[src/rtl/pief_pkg.sv]
// Package for the peripheral interrupt enable and request flag block.
// Assumes a single 10 MHz clock and a 32-bit AXI4-Lite register bus.
`default_nettype none
package pief_pkg;
	localparam int ADDR_W = 8;
	localparam int DATA_W = 32;
	localparam int REG_W  = 8;

	// Byte addresses of the word registers
	localparam logic [ADDR_W-1:0] OFF_ENABLE_TWO  = 8'h00;
	localparam logic [ADDR_W-1:0] OFF_REQUEST_ONE = 8'h04;
	localparam logic [ADDR_W-1:0] OFF_ENABLE_ONE  = 8'h08;
	localparam logic [ADDR_W-1:0] OFF_IRQ_CONTROL = 8'h0C;

	// Request register bit positions
	localparam int REQ_CONV    = 6;
	localparam int REQ_RX      = 5;
	localparam int REQ_TX      = 4;
	localparam int REQ_SYNC    = 3;
	localparam int REQ_CAPCOMP = 2;
	localparam int REQ_T2      = 1;
	localparam int REQ_T1      = 0;
	localparam int REQ_FLAGS   = 7;

	// Control register bit positions
	localparam int CTL_GIE = 7;
	localparam int CTL_PME = 6;

	// Implemented and software-writable masks
	localparam logic [REG_W-1:0] EN2_MASK    = 8'hF0;
	localparam logic [REG_W-1:0] EN1_MASK    = 8'h7F;
	localparam logic [REG_W-1:0] REQ_SW_MASK = 8'h4F;
	localparam logic [REG_W-1:0] CTL_MASK    = 8'hC0;
	localparam logic [REG_W-1:0] RST_VALUE   = 8'h00;
	localparam int EN2_LSB = 4;

	localparam logic [1:0] RESP_OKAY   = 2'h0;
	localparam logic [1:0] RESP_SLVERR = 2'h2;

	typedef enum logic [2:0] {
		CC_CAPTURE = 3'h1,
		CC_COMPARE = 3'h2,
		CC_PWM     = 3'h4
	} pief_ccmode_t;

	typedef enum logic [1:0] {
		BS_IDLE = 2'h1,
		BS_RESP = 2'h2
	} pief_bus_state_t;
endpackage
`default_nettype wire

[src/rtl/pief_flag_bank.sv]
// Sticky flag bank: hardware set, per-bit clear pulse, software write.
// Assumes all inputs come from logic on the same clock.
`default_nettype none
module pief_flag_bank #(
	parameter int W = 7
) (
	// Clock and reset
	input  wire logic         i_ref_clk,
	input  wire logic         i_rst,
	// Flag control
	input  wire logic [W-1:0] i_set,
	input  wire logic [W-1:0] i_clr,
	input  wire logic [W-1:0] i_wr_en,
	input  wire logic [W-1:0] i_wdata,
	// Flag state
	output logic      [W-1:0] o_flags
);
	logic [W-1:0] flags_reg;
	logic [W-1:0] flags_next;

	// Set wins so an event in the clearing cycle is kept
	assign flags_next = i_set | (~i_clr & ((i_wr_en & i_wdata) | (~i_wr_en & flags_reg)));
	assign o_flags    = flags_reg;

	always_ff @(posedge i_ref_clk or posedge i_rst) begin
		if (i_rst) begin
			flags_reg <= '0;
		end else begin
			flags_reg <= flags_next;
		end
	end
endmodule
`default_nettype wire

[src/rtl/pief_axil_slave.sv]
// AXI4-Lite slave front end: collects a write, gives one write pulse,
// and registers read data. Decoding is left to the parent.
`default_nettype none
module pief_axil_slave (
	// Clock and reset
	input  wire logic                       i_ref_clk,
	input  wire logic                       i_rst,
	// Write address and data
	input  wire logic [pief_pkg::ADDR_W-1:0] i_awaddr,
	input  wire logic                       i_awvalid,
	output logic                            o_awready,
	input  wire logic [pief_pkg::DATA_W-1:0] i_wdata,
	input  wire logic [3:0]                 i_wstrb,
	input  wire logic                       i_wvalid,
	output logic                            o_wready,
	// Write response
	output logic [1:0]                      o_bresp,
	output logic                            o_bvalid,
	input  wire logic                       i_bready,
	// Read
	input  wire logic                       i_arvalid,
	output logic                            o_arready,
	output logic [pief_pkg::DATA_W-1:0]     o_rdata,
	output logic [1:0]                      o_rresp,
	output logic                            o_rvalid,
	input  wire logic                       i_rready,
	// Parent side
	output logic [pief_pkg::ADDR_W-1:0]     o_wr_addr_now,
	input  wire logic                       i_wr_ok,
	input  wire logic [pief_pkg::DATA_W-1:0] i_rd_data,
	input  wire logic                       i_rd_ok,
	output logic                            o_wr_pulse,
	output logic [pief_pkg::ADDR_W-1:0]     o_wr_addr,
	output logic [pief_pkg::REG_W-1:0]      o_wr_byte,
	output logic                            o_wr_lane0
);
	pief_pkg::pief_bus_state_t ws_reg, ws_next, rs_reg, rs_next;
	logic aw_held_reg, aw_held_next, w_held_reg, w_held_next;
	logic awready_reg, wready_reg, arready_reg, bvalid_reg, rvalid_reg;
	logic [pief_pkg::ADDR_W-1:0] awaddr_reg;
	logic [pief_pkg::DATA_W-1:0] wdata_reg, rdata_reg;
	logic [3:0] wstrb_reg;
	logic [1:0] bresp_reg, rresp_reg;
	logic wr_pulse_reg;
	logic [pief_pkg::ADDR_W-1:0] wr_addr_reg;
	logic [pief_pkg::REG_W-1:0] wr_byte_reg;
	logic wr_lane0_reg;

	wire aw_hs  = i_awvalid & awready_reg;
	wire w_hs   = i_wvalid & wready_reg;
	wire ar_hs  = i_arvalid & arready_reg;
	wire aw_any = aw_held_reg | aw_hs;
	wire w_any  = w_held_reg | w_hs;
	wire do_wr  = aw_any & w_any & (ws_reg == pief_pkg::BS_IDLE);
	wire b_done = bvalid_reg & i_bready;
	wire r_done = rvalid_reg & i_rready;
	wire [pief_pkg::DATA_W-1:0] wdata_now = w_hs ? i_wdata : wdata_reg;
	wire [3:0] wstrb_now = w_hs ? i_wstrb : wstrb_reg;

	assign o_wr_addr_now = aw_hs ? i_awaddr : awaddr_reg;
	assign aw_held_next  = aw_any & ~do_wr;
	assign w_held_next   = w_any & ~do_wr;

	always_comb begin
		ws_next = ws_reg;
		case (ws_reg)
			pief_pkg::BS_IDLE: if (do_wr) ws_next = pief_pkg::BS_RESP;
			pief_pkg::BS_RESP: if (b_done) ws_next = pief_pkg::BS_IDLE;
			default: ws_next = pief_pkg::BS_IDLE;
		endcase
		rs_next = rs_reg;
		case (rs_reg)
			pief_pkg::BS_IDLE: if (ar_hs) rs_next = pief_pkg::BS_RESP;
			pief_pkg::BS_RESP: if (r_done) rs_next = pief_pkg::BS_IDLE;
			default: rs_next = pief_pkg::BS_IDLE;
		endcase
	end

	always_ff @(posedge i_ref_clk or posedge i_rst) begin
		if (i_rst) begin
			ws_reg       <= pief_pkg::BS_IDLE;
			rs_reg       <= pief_pkg::BS_IDLE;
			aw_held_reg  <= 1'b0;
			w_held_reg   <= 1'b0;
			awready_reg  <= 1'b0;
			wready_reg   <= 1'b0;
			arready_reg  <= 1'b0;
			bvalid_reg   <= 1'b0;
			rvalid_reg   <= 1'b0;
			bresp_reg    <= pief_pkg::RESP_OKAY;
			rresp_reg    <= pief_pkg::RESP_OKAY;
			awaddr_reg   <= '0;
			wdata_reg    <= '0;
			wstrb_reg    <= '0;
			rdata_reg    <= '0;
			wr_pulse_reg <= 1'b0;
			wr_addr_reg  <= '0;
			wr_byte_reg  <= '0;
			wr_lane0_reg <= 1'b0;
		end else begin
			ws_reg       <= ws_next;
			rs_reg       <= rs_next;
			aw_held_reg  <= aw_held_next;
			w_held_reg   <= w_held_next;
			awready_reg  <= (ws_next == pief_pkg::BS_IDLE) & ~aw_held_next;
			wready_reg   <= (ws_next == pief_pkg::BS_IDLE) & ~w_held_next;
			arready_reg  <= (rs_next == pief_pkg::BS_IDLE);
			bvalid_reg   <= (ws_next == pief_pkg::BS_RESP);
			rvalid_reg   <= (rs_next == pief_pkg::BS_RESP);
			wr_pulse_reg <= do_wr;
			if (aw_hs) awaddr_reg <= i_awaddr;
			if (w_hs) begin
				wdata_reg <= i_wdata;
				wstrb_reg <= i_wstrb;
			end
			if (do_wr) begin
				bresp_reg    <= i_wr_ok ? pief_pkg::RESP_OKAY : pief_pkg::RESP_SLVERR;
				wr_addr_reg  <= o_wr_addr_now;
				wr_byte_reg  <= wdata_now[pief_pkg::REG_W-1:0];
				wr_lane0_reg <= wstrb_now[0];
			end
			if (ar_hs) begin
				rdata_reg <= i_rd_data;
				rresp_reg <= i_rd_ok ? pief_pkg::RESP_OKAY : pief_pkg::RESP_SLVERR;
			end
		end
	end

	assign o_awready  = awready_reg;
	assign o_wready   = wready_reg;
	assign o_arready  = arready_reg;
	assign o_bvalid   = bvalid_reg;
	assign o_bresp    = bresp_reg;
	assign o_rvalid   = rvalid_reg;
	assign o_rresp    = rresp_reg;
	assign o_rdata    = rdata_reg;
	assign o_wr_pulse = wr_pulse_reg;
	assign o_wr_addr  = wr_addr_reg;
	assign o_wr_byte  = wr_byte_reg;
	assign o_wr_lane0 = wr_lane0_reg;
endmodule
`default_nettype wire

[src/rtl/pief_top.sv]
// Peripheral interrupt enables, request flags and request combining.
// Assumes event inputs are one-cycle pulses from logic on i_ref_clk.
//
// Notes on behaviour
// - No peripheral request leaves the block unless the peripheral master enable is set.
// - Every flag sets on its event regardless of its own enable or the global enable.
// - Enable register two holds oscillator fail, two comparators and write-done in bits 7..4; bits 3..0 read zero.
// - Bit 7 of request register one always reads zero.
// - The conversion flag sets on conversion done and holds until software clears it.
// - The receive flag is read-only, sets on received data and clears on a receive data read.
// - The transmit flag is read-only, sets on buffer empty and clears on a transmit data write.
// - The synchronous serial flag sets on transfer done and holds until software clears it.
// - The capture/compare flag sets on capture or compare match per mode, never in pulse-width mode.
// - The timer two flag sets on a period match and holds until cleared.
// - The timer one flag sets on counter overflow and holds until cleared.
//
// The implementer's own choices: register access over AXI4-Lite and the address map.
`default_nettype none
module pief_top (
	// Clock and reset
	input  wire logic                        i_ref_clk,
	input  wire logic                        i_rst,
	// AXI4-Lite write
	input  wire logic [pief_pkg::ADDR_W-1:0] i_awaddr,
	input  wire logic                        i_awvalid,
	output logic                             o_awready,
	input  wire logic [pief_pkg::DATA_W-1:0] i_wdata,
	input  wire logic [3:0]                  i_wstrb,
	input  wire logic                        i_wvalid,
	output logic                             o_wready,
	output logic [1:0]                       o_bresp,
	output logic                             o_bvalid,
	input  wire logic                        i_bready,
	// AXI4-Lite read
	input  wire logic [pief_pkg::ADDR_W-1:0] i_araddr,
	input  wire logic                        i_arvalid,
	output logic                             o_arready,
	output logic [pief_pkg::DATA_W-1:0]      o_rdata,
	output logic [1:0]                       o_rresp,
	output logic                             o_rvalid,
	input  wire logic                        i_rready,
	// Peripheral events
	input  wire logic                        i_conversion_done,
	input  wire logic                        i_serial_rx_arrived,
	input  wire logic                        i_serial_rx_data_read,
	input  wire logic                        i_serial_tx_emptied,
	input  wire logic                        i_serial_tx_data_write,
	input  wire logic                        i_sync_serial_done,
	input  wire pief_pkg::pief_ccmode_t      i_capcomp_mode,
	input  wire logic                        i_capture_event,
	input  wire logic                        i_compare_match,
	input  wire logic                        i_timer_two_match,
	input  wire logic                        i_timer_one_overflow,
	input  wire logic [3:0]                  i_request_two_flags,
	// Core side
	output logic                             o_periph_irq,
	output logic                             o_global_irq_enable,
	output logic [pief_pkg::REG_W-1:0]       o_request_one
);
	logic [pief_pkg::REG_W-1:0] en_two_reg, en_one_reg, ctl_reg;
	logic [pief_pkg::REG_W-1:0] en_two_next, en_one_next, ctl_next;
	logic irq_reg, irq_next;
	logic [pief_pkg::REG_W-1:0] req_out_reg;
	logic [pief_pkg::REQ_FLAGS-1:0] flags, flag_set, flag_clr, flag_wr_en;
	logic [pief_pkg::ADDR_W-1:0] wr_addr_now, wr_addr;
	logic [pief_pkg::REG_W-1:0] wr_byte;
	logic wr_pulse, wr_lane0;

	function automatic logic is_mapped(input logic [pief_pkg::ADDR_W-1:0] a);
		is_mapped = (a == pief_pkg::OFF_ENABLE_TWO) || (a == pief_pkg::OFF_REQUEST_ONE) ||
			(a == pief_pkg::OFF_ENABLE_ONE) || (a == pief_pkg::OFF_IRQ_CONTROL);
	endfunction

	function automatic logic wr_hits(input logic [pief_pkg::ADDR_W-1:0] a, input logic [pief_pkg::ADDR_W-1:0] off,
		input logic pulse, input logic lane0);
		wr_hits = pulse && lane0 && (a == off);
	endfunction

	// Register file read view
	wire [pief_pkg::REG_W-1:0] req_view = {1'b0, flags};
	wire [pief_pkg::REG_W-1:0] rd_byte =
		(i_araddr == pief_pkg::OFF_ENABLE_TWO)  ? (en_two_reg & pief_pkg::EN2_MASK) :
		(i_araddr == pief_pkg::OFF_REQUEST_ONE) ? req_view :
		(i_araddr == pief_pkg::OFF_ENABLE_ONE)  ? en_one_reg :
		(i_araddr == pief_pkg::OFF_IRQ_CONTROL) ? ctl_reg : pief_pkg::RST_VALUE;
	wire [pief_pkg::DATA_W-1:0] rd_word = {{(pief_pkg::DATA_W-pief_pkg::REG_W){1'b0}}, rd_byte};

	pief_axil_slave u_bus (
		.i_ref_clk     (i_ref_clk),
		.i_rst         (i_rst),
		.i_awaddr      (i_awaddr),
		.i_awvalid     (i_awvalid),
		.o_awready     (o_awready),
		.i_wdata       (i_wdata),
		.i_wstrb       (i_wstrb),
		.i_wvalid      (i_wvalid),
		.o_wready      (o_wready),
		.o_bresp       (o_bresp),
		.o_bvalid      (o_bvalid),
		.i_bready      (i_bready),
		.i_arvalid     (i_arvalid),
		.o_arready     (o_arready),
		.o_rdata       (o_rdata),
		.o_rresp       (o_rresp),
		.o_rvalid      (o_rvalid),
		.i_rready      (i_rready),
		.o_wr_addr_now (wr_addr_now),
		.i_wr_ok       (is_mapped(wr_addr_now)),
		.i_rd_data     (rd_word),
		.i_rd_ok       (is_mapped(i_araddr)),
		.o_wr_pulse    (wr_pulse),
		.o_wr_addr     (wr_addr),
		.o_wr_byte     (wr_byte),
		.o_wr_lane0    (wr_lane0)
	);

	// Write decode
	wire wr_en_two = wr_hits(wr_addr, pief_pkg::OFF_ENABLE_TWO, wr_pulse, wr_lane0);
	wire wr_req    = wr_hits(wr_addr, pief_pkg::OFF_REQUEST_ONE, wr_pulse, wr_lane0);
	wire wr_en_one = wr_hits(wr_addr, pief_pkg::OFF_ENABLE_ONE, wr_pulse, wr_lane0);
	wire wr_ctl    = wr_hits(wr_addr, pief_pkg::OFF_IRQ_CONTROL, wr_pulse, wr_lane0);

	assign en_two_next = wr_en_two ? (wr_byte & pief_pkg::EN2_MASK) : en_two_reg;
	assign en_one_next = wr_en_one ? (wr_byte & pief_pkg::EN1_MASK) : en_one_reg;
	assign ctl_next    = wr_ctl ? (wr_byte & pief_pkg::CTL_MASK) : ctl_reg;

	// Flag sources; pulse-width mode raises nothing on the capture/compare flag
	wire capcomp_hit = ((i_capcomp_mode == pief_pkg::CC_CAPTURE) & i_capture_event) |
		((i_capcomp_mode == pief_pkg::CC_COMPARE) & i_compare_match);
	always_comb begin
		flag_set = '0;
		flag_set[pief_pkg::REQ_CONV]    = i_conversion_done;
		flag_set[pief_pkg::REQ_RX]      = i_serial_rx_arrived;
		flag_set[pief_pkg::REQ_TX]      = i_serial_tx_emptied;
		flag_set[pief_pkg::REQ_SYNC]    = i_sync_serial_done;
		flag_set[pief_pkg::REQ_CAPCOMP] = capcomp_hit;
		flag_set[pief_pkg::REQ_T2]      = i_timer_two_match;
		flag_set[pief_pkg::REQ_T1]      = i_timer_one_overflow;
		flag_clr = '0;
		flag_clr[pief_pkg::REQ_RX] = i_serial_rx_data_read;
		flag_clr[pief_pkg::REQ_TX] = i_serial_tx_data_write;
	end
	// Receive and transmit bits are outside the writable mask
	assign flag_wr_en = {pief_pkg::REQ_FLAGS{wr_req}} & pief_pkg::REQ_SW_MASK[pief_pkg::REQ_FLAGS-1:0];

	pief_flag_bank #(
		.W (pief_pkg::REQ_FLAGS)
	) u_flags (
		.i_ref_clk (i_ref_clk),
		.i_rst     (i_rst),
		.i_set     (flag_set),
		.i_clr     (flag_clr),
		.i_wr_en   (flag_wr_en),
		.i_wdata   (wr_byte[pief_pkg::REQ_FLAGS-1:0]),
		.o_flags   (flags)
	);

	// Request combining; the global enable is left to the core
	wire any_one = |(flags & en_one_reg[pief_pkg::REQ_FLAGS-1:0]);
	wire any_two = |(i_request_two_flags & en_two_reg[pief_pkg::REG_W-1:pief_pkg::EN2_LSB]);
	assign irq_next = ctl_reg[pief_pkg::CTL_PME] & (any_one | any_two);

	always_ff @(posedge i_ref_clk or posedge i_rst) begin
		if (i_rst) begin
			en_two_reg  <= pief_pkg::RST_VALUE;
			en_one_reg  <= pief_pkg::RST_VALUE;
			ctl_reg     <= pief_pkg::RST_VALUE;
			irq_reg     <= 1'b0;
			req_out_reg <= pief_pkg::RST_VALUE;
		end else begin
			en_two_reg  <= en_two_next;
			en_one_reg  <= en_one_next;
			ctl_reg     <= ctl_next;
			irq_reg     <= irq_next;
			req_out_reg <= req_view;
		end
	end

	assign o_periph_irq        = irq_reg;
	assign o_global_irq_enable = ctl_reg[pief_pkg::CTL_GIE];
	assign o_request_one       = req_out_reg;

	wire arready_sample = i_arvalid && o_arready && (i_araddr == pief_pkg::OFF_ENABLE_TWO);
endmodule
`default_nettype wire

[config.mk]
export PLATFORM = sky130hd
export DESIGN_NAME = pief_top
export DESIGN_NICKNAME = d
export VERILOG_FILES = /design/src/rtl/pief_pkg.sv /design/src/rtl/pief_flag_bank.sv /design/src/rtl/pief_axil_slave.sv /design/src/rtl/pief_top.sv
export SDC_FILE = /design/constraint.sdc
export NUM_CORES = 1
export LEC_CHECK = 0
export ABC_AREA = 1
export BUFFER_PORTS_ARGS = -buffer_cell sky130_fd_sc_hd__buf_4
export CAP_MARGIN = 40
export CELL_PAD_IN_SITES_DETAIL_PLACEMENT = 2
export CELL_PAD_IN_SITES_GLOBAL_PLACEMENT = 2
export CORE_AREA = 2 2 121 123
export DETAILED_ROUTE_END_ITERATION = 10
export DIE_AREA = 0 0 123 125
export PLACE_DENSITY = 0.78
export SKIP_LAST_GASP = 1
export SLEW_MARGIN = 15
export SYNTH_ARGS = -nofsm -noshare
export SYNTH_HDL_FRONTEND = slang
export SYNTH_SLANG_ARGS = --single-unit
[constraint.sdc]
create_clock -name i_ref_clk -period 4.4 [get_ports i_ref_clk]
set_input_delay 1.32 -clock i_ref_clk [delete_from_list [all_inputs] [get_ports i_ref_clk]]
set_output_delay 1.32 -clock i_ref_clk [all_outputs]
set_load 0.01 [all_outputs]
# --- After elaboration in Yosys (flattened, before gate mapping) ---
# Cells that the tools add are included.
word_totals:
  regBits: 86
  wordCells: 105
  ramBits: 0
  out_inout_bits: 51
  input_bits: 76
  mem_count: 0
  mem_bits_ro: 0
  latch_bits: 0
op_classes:
  reduce_logical: 16
  n_mux: 15
  bitwise_logic: 30
  n_eq_ne: 19
  shift: 0
  add_sub_neg: 0
  n_lt_le_gt_ge: 0
  div_mod_pow: 0
  mul: 0
op_table:
  columns: ["op", "n"]
  rows:
  - ["$eq 8x4->1 const B", 6]
  - ["$mux 8", 6]
  - ["$and 7x7->7", 4]
  - ["$eq 8x3->1 const B", 3]
  - ["$logic_not 8->1", 3]
  - ["$and 1x1->1", 14]
  - ["$or 7x7->7", 2]
  - ["$mux 2", 6]
  - ["$eq 2x1->1 const B", 4]
  - ["$eq 2x2->1 const B", 4]
  - ["$pmux 2 s2", 2]
  - ["$not 6->7", 1]
  - ["$not 7->7", 1]
  - ["$reduce_or 7->1", 1]
  - ["$logic_or 1x1->1", 6]
  - ["$logic_and 1x1->1", 5]
  - ["$and 4x4->4", 1]
  - ["$or 1x1->1", 4]
  - ["$reduce_or 4->1", 1]
  - ["$eq 3x1->1 const B", 1]
  - ["$eq 3x2->1 const B", 1]
  - ["$not 1->1", 3]
  - ["$mux 1", 1]

# --- Logic depth before layout (Yosys ltp) ---
depth:
  word_depth: 8
  ltp_mapped: 9
  depth_no_buf: 9

# --- Modules after synthesis ---
# Synthesis repeated with hierarchy kept, for this count alone.
hier_totals:
  hier_cells: 588
  area_unflattened_um2: 4770.8
modules_own_cells:
  columns: ["mod", "instances", "cells_each", "seq_area_each_um2", "area_each_um2"]
  rows:
  - ["pief_axil_slave", 1, 352, 2004.4, 3170.5]
  - ["pief_top", 1, 165, 525.5, 1176.1]
  - ["pief_flag_bank", 1, 71, 175.2, 424.2]

# --- Least setup slack after synthesis ---
# Ideal clock, no wire load.
synth_path:
  path_kind: "input to register"
  from: "input i_awvalid"
  to: "register u_bus.bresp_reg[1], in the netlist u_bus.o_bresp[1]"
  setup_time_ns: 0.117
  path_buffers: 1
  path_stages: 8
  t_arrival_ns: 2.029
  required_ns: 4.283
  path_slack_ns: 2.255
  cell_sequence: "buf_6 -> nand2_8 -> nand2_4 -> nand3_4 -> inv_8 -> or2_1 -> inv_1 -> nor2_1"
synth_between:
  elab_chain_len: 7
  word_cells_on_any_way: 13
  classes_between: "eq/ne: 3; mux: 2; bitwise: 4; reduce/logical: 4"
synth_lines:
  columns: ["item", "line_no", "rtl"]
  rows:
  - ["start: declaration", "pief_top.sv:25", "input wire logic i_awvalid,"]
  - ["$and 1x1->1 *", "pief_axil_slave.sv:49", "wire aw_hs = i_awvalid & awready_reg;"]
  - ["$mux 8", "pief_axil_slave.sv:60", "assign o_wr_addr_now = aw_hs ? i_awaddr : awaddr_reg;"]
  - ["$eq 8x3->1 / $logic_not 8->1 (equally long branches)", "pief_top.sv:70", "is_mapped = (a == pief_pkg::OFF_ENABLE_TWO) || (a == pief_pkg::OFF_REQUEST_ONE) ||"]
  - ["$logic_or 1x1->1 (2 in a row)", "pief_top.sv:70", null]
  - ["$logic_or 1x1->1", "pief_top.sv:71", "(a == pief_pkg::OFF_ENABLE_ONE) || (a == pief_pkg::OFF_IRQ_CONTROL);"]
  - ["$mux 2", "pief_axil_slave.sv:117", "bresp_reg <= i_wr_ok ? pief_pkg::RESP_OKAY : pief_pkg::RESP_SLVERR;"]
  - ["end signal: assignment", "pief_axil_slave.sv:90", "bresp_reg <= pief_pkg::RESP_OKAY;"]
  - ["end signal: assignment", "pief_axil_slave.sv:117", null]
  - ["end: declaration", "pief_axil_slave.sv:43", "logic [1:0] bresp_reg, rresp_reg;"]
# Every way passes the cells marked *; elsewhere a longest branch is shown, timed or not.
# A chain may end at the register's enable or synchronous reset.

# --- Worst setup path in the final report ---
layout_path:
  from: "register u_bus.wready_reg, in the netlist u_bus.o_wready"
  to: "output o_wready"
layout_lines:
  columns: ["item", "line_no", "rtl"]
  rows:
  - ["start: declaration", "pief_axil_slave.sv:39", "logic awready_reg, wready_reg, arready_reg, bvalid_reg, rvalid_reg;"]
  - ["start signal: assignment", "pief_axil_slave.sv:106", "wready_reg <= (ws_next == pief_pkg::BS_IDLE) & ~w_held_next;"]
  - ["end: declaration", "pief_top.sv:30", "output logic o_wready,"]
# No word-level cell between the ends.

==> results.py <==
metrics = {
    "drt": {
        "wl_per_cell_microns": 14.1,
        "drc": 0,
        "wirelength_microns": 10000,
        "dr.pass1.iters": 4,
        "routed_via_density": 4.29,
        "antenna_left": 0,
        "via_count": 3046,
        "drt_iter0_markers": 127,
    },
    "yosys": {
        "ys_ff_latch": 84,
        "syn_avg_cell_area_sq_um": 8.88,
        "synth.distinct_cells": 33,
        "yosysSeqAreaShare_pct": 53.0,
        "netlist_area_sq_um": 3970,
        "netlist_instances": 447,
        "yosysWarnings": 0,
    },
    "setup_path": {
        "cp-end-kind": "output pin",
        "timing.critical_path.buf_inv": 1,
        "critPathMaxStageDelay_ns": 0.63,
        "cp.required_ns": 3.08,
        "crit_chain": "buf_4",
        "crit_type": "reg2out",
        "start_kind": "flip-flop",
        "cpMaxStageDelayCell": "dfrtp_1",
        "cp_data_arrival_time_ns": 1.17,
        "worstPathMaxFanout": 10,
        "critPathTopFamily": "flip-flops",
    },
    "sta": {
        "final-hold-violation-count": 0,
        "hold_slack_ns": 0.438,
        "worstMarginPinSlew_ns": 0.625,
        "setup_tns_ns": 0,
        "setup_viol": 0,
        "timing.fmax_ghz": 0.401,
        "min_period_ns": 2.49,
        "slew_headroom_pct": 58.3,
        "rsz0062_at_grt": "false",
        "setup_slack_ns": 1.91,
        "maxSlewViolCount": 0,
        "period_share_pct": 56.7,
        "fin_skew_ns": 0.00556,
    },
    "clock_tree": {
        "clock_path_buffers": 2,
        "cts_resized": 0,
        "clock-sinks": 84,
        "cts_max_level": 3,
        "clk_latency_ns": 0.34,
        "cts-root-buf": "clkbuf_16",
        "cts_tree": "done",
        "cts_setup_buffers": 0,
        "cts_made_buffers": 9,
        "clk_pin_slew_ns": 0.06,
        "postCtsHoldBufs": 0,
    },
    "final_layout": {
        "stdcell_count": 710,
        "nets": 601,
        "fillers": 1622,
        "antenna_cells": 0,
        "drive_above_1_share_pct": 22.6,
        "fin_area_sq_um": 4840,
        "final_common_cell": "nand2_1",
        "layout_common_cells": "nand2_1 (143), dfrtp_1 (82), buf_4 (74), nand3_1 (47), inv_1 (40)",
        "area_growth_pct": 22.0,
    },
    "power_and_ir_drop": {
        "vdd_ir_drop_max_uv": 278,
        "powerDensity_nw_per_um2": 573,
        "p_leak_nw": 2.44,
    },
    "floorplanning": {
        "fp.dieW_microns": 123,
        "io_pins": 127,
        "initial_core_util_pct": 28.0,
        "fp.dieH_microns": 125,
        "core_area_sq_um": 14200,
        "rows": 44,
        "die-area_sq_um": 15400,
    },
    "global_routing": {
        "grt_pass1_vias": 3385,
        "antenna_found_initial": 0,
        "overflow": 0,
        "grt_usage_pct": 13.9,
        "grt_max_degree": 36,
        "grt_pass1_wl_microns": 16800,
    },
    "place": {
        "dp_hpwl_microns": 7800,
        "dp_slack_ns": 1.60,
        "dp.cells": 694,
        "gp_congestion": 0.752,
        "placed_area_sq_um": 4530,
        "portBuffers": 72,
    },
    "min_path": {
        "hp-class": "reg2reg",
    },
    "run_status": {
        "outcome": "complete, no violations",
    },
    "run": {
        "cap_violations": 0,
    },
}
-- cell type report --
type | instances | area [sq um] | share of cell area [%]
clock buffers | 12 | 236 | 4.88
clock inverters | 4 | 75.1 | 1.55
inverters | 44 | 174 | 3.59
multi-input cells | 308 | 1470 | 30.3
flip-flops and latches | 84 | 2100 | 43.5
well taps | 184 | 230 | 4.75
repair buffers | 74 | 556 | 11.5
-- Yosys cell counts --
| cell | n | area (sq um) |
|---|---|---|
| nand2_1 | 143 | 537 |
| dfrtp_1 | 82 | 2050 |
| nand3_1 | 47 | 235 |
| inv_1 | 41 | 154 |
| buf_4 | 27 | 203 |
| nor2_1 | 22 | 82.6 |
| o21ai_2 | 12 | 105 |
| a21oi_1 | 11 | 55.1 |
| o21ai_0 | 9 | 45.0 |
| o21ai_1 | 9 | 45.0 |
| nand2_2 | 6 | 37.5 |
| buf_6 | 5 | 56.3 |
| ha_1 | 4 | 50.1 |
| nor2_2 | 3 | 18.8 |
| buf_12 | 2 | 40.0 |
| clkinv_1 | 2 | 7.51 |
| dfstp_2 | 2 | 52.6 |
| nand2_4 | 2 | 22.5 |
| nand2_8 | 2 | 40.0 |
| nand3b_1 | 2 | 15.0 |
| o21bai_1 | 2 | 15.0 |
| a31oi_1 | 1 | 6.26 |
| buf_2 | 1 | 5.00 |
| buf_8 | 1 | 15.0 |
| clkbuf_1 | 1 | 3.75 |
| conb_1 | 1 | 3.75 |
| inv_8 | 1 | 11.3 |
| mux2_2 | 1 | 11.3 |
| nand3_2 | 1 | 10.0 |
| nand3_4 | 1 | 17.5 |
| nand4_1 | 1 | 6.26 |
| nor3_1 | 1 | 5.00 |
| or2_1 | 1 | 6.26 |
-- stage by stage --
stage,power (mW),utilization [%]
global placement,1.95,31.9
CTS,2.84,34.1
floorplan,1.81,-
detailed placement,2.02,31.9
finish,2.78,34.1
global route,3.00,34.1
-- worst register-to-register path: cells and delay by family, from the launching register on --
kind	cells	cell delay (ns)
compound gates	1	0.25
buf+inv	2	0.44
flops	1	0.38
simple gates	3	0.52
-- cell families after synthesis --
| family | Yosys count | share of synthesized area [%] |
|---|---|---|
| adders and majority gates | 4 | 1.26 |
| buffers and inverters | 81 | 12.5 |
| muxes | 1 | 0.284 |
| DFF | 84 | 53.0 |
| and+or+nand+nor | 232 | 26.0 |
| AOI/OAI and AO/OA | 44 | 6.84 |
| other | 1 | 0.0945 |
-- power breakdown --
group / leakage [nW] / total, mW / switching, mW / internal [mW]
Combinational: 1.26 / 0.836 / 0.535 / 0.301
Clock: 0.143 / 0.796 / 0.298 / 0.498
Sequential: 1.04 / 1.15 / 0.140 / 1.00
-- metal layers --
layer	share of wire [%]	track usage, %
met4	0.99	3.07
met1	43	16.9
met5	0	0
met3	5.4	4.47
met2	51	24.0
-- final timing paths --
check / from / end / slack [ns] / depth (start not counted)
max: u_bus.o_wready / o_wready / 1.91 / 1
min: u_flags.o_flags[3] / o_request_one[3] / 0.44 / 0
max reg2reg: u_bus.o_arready / u_bus.rs_reg[1] / 2.69 / 6
min reg2reg: u_flags.o_flags[3] / o_request_one[3] / 0.44 / 0
max in group asynchronous: i_rst / u_bus.rs_reg[0] / 2.56 / 3
min in group asynchronous: i_rst / en_two_reg[7] / 1.04 / 2
Power figures use the tool's default switching activity.
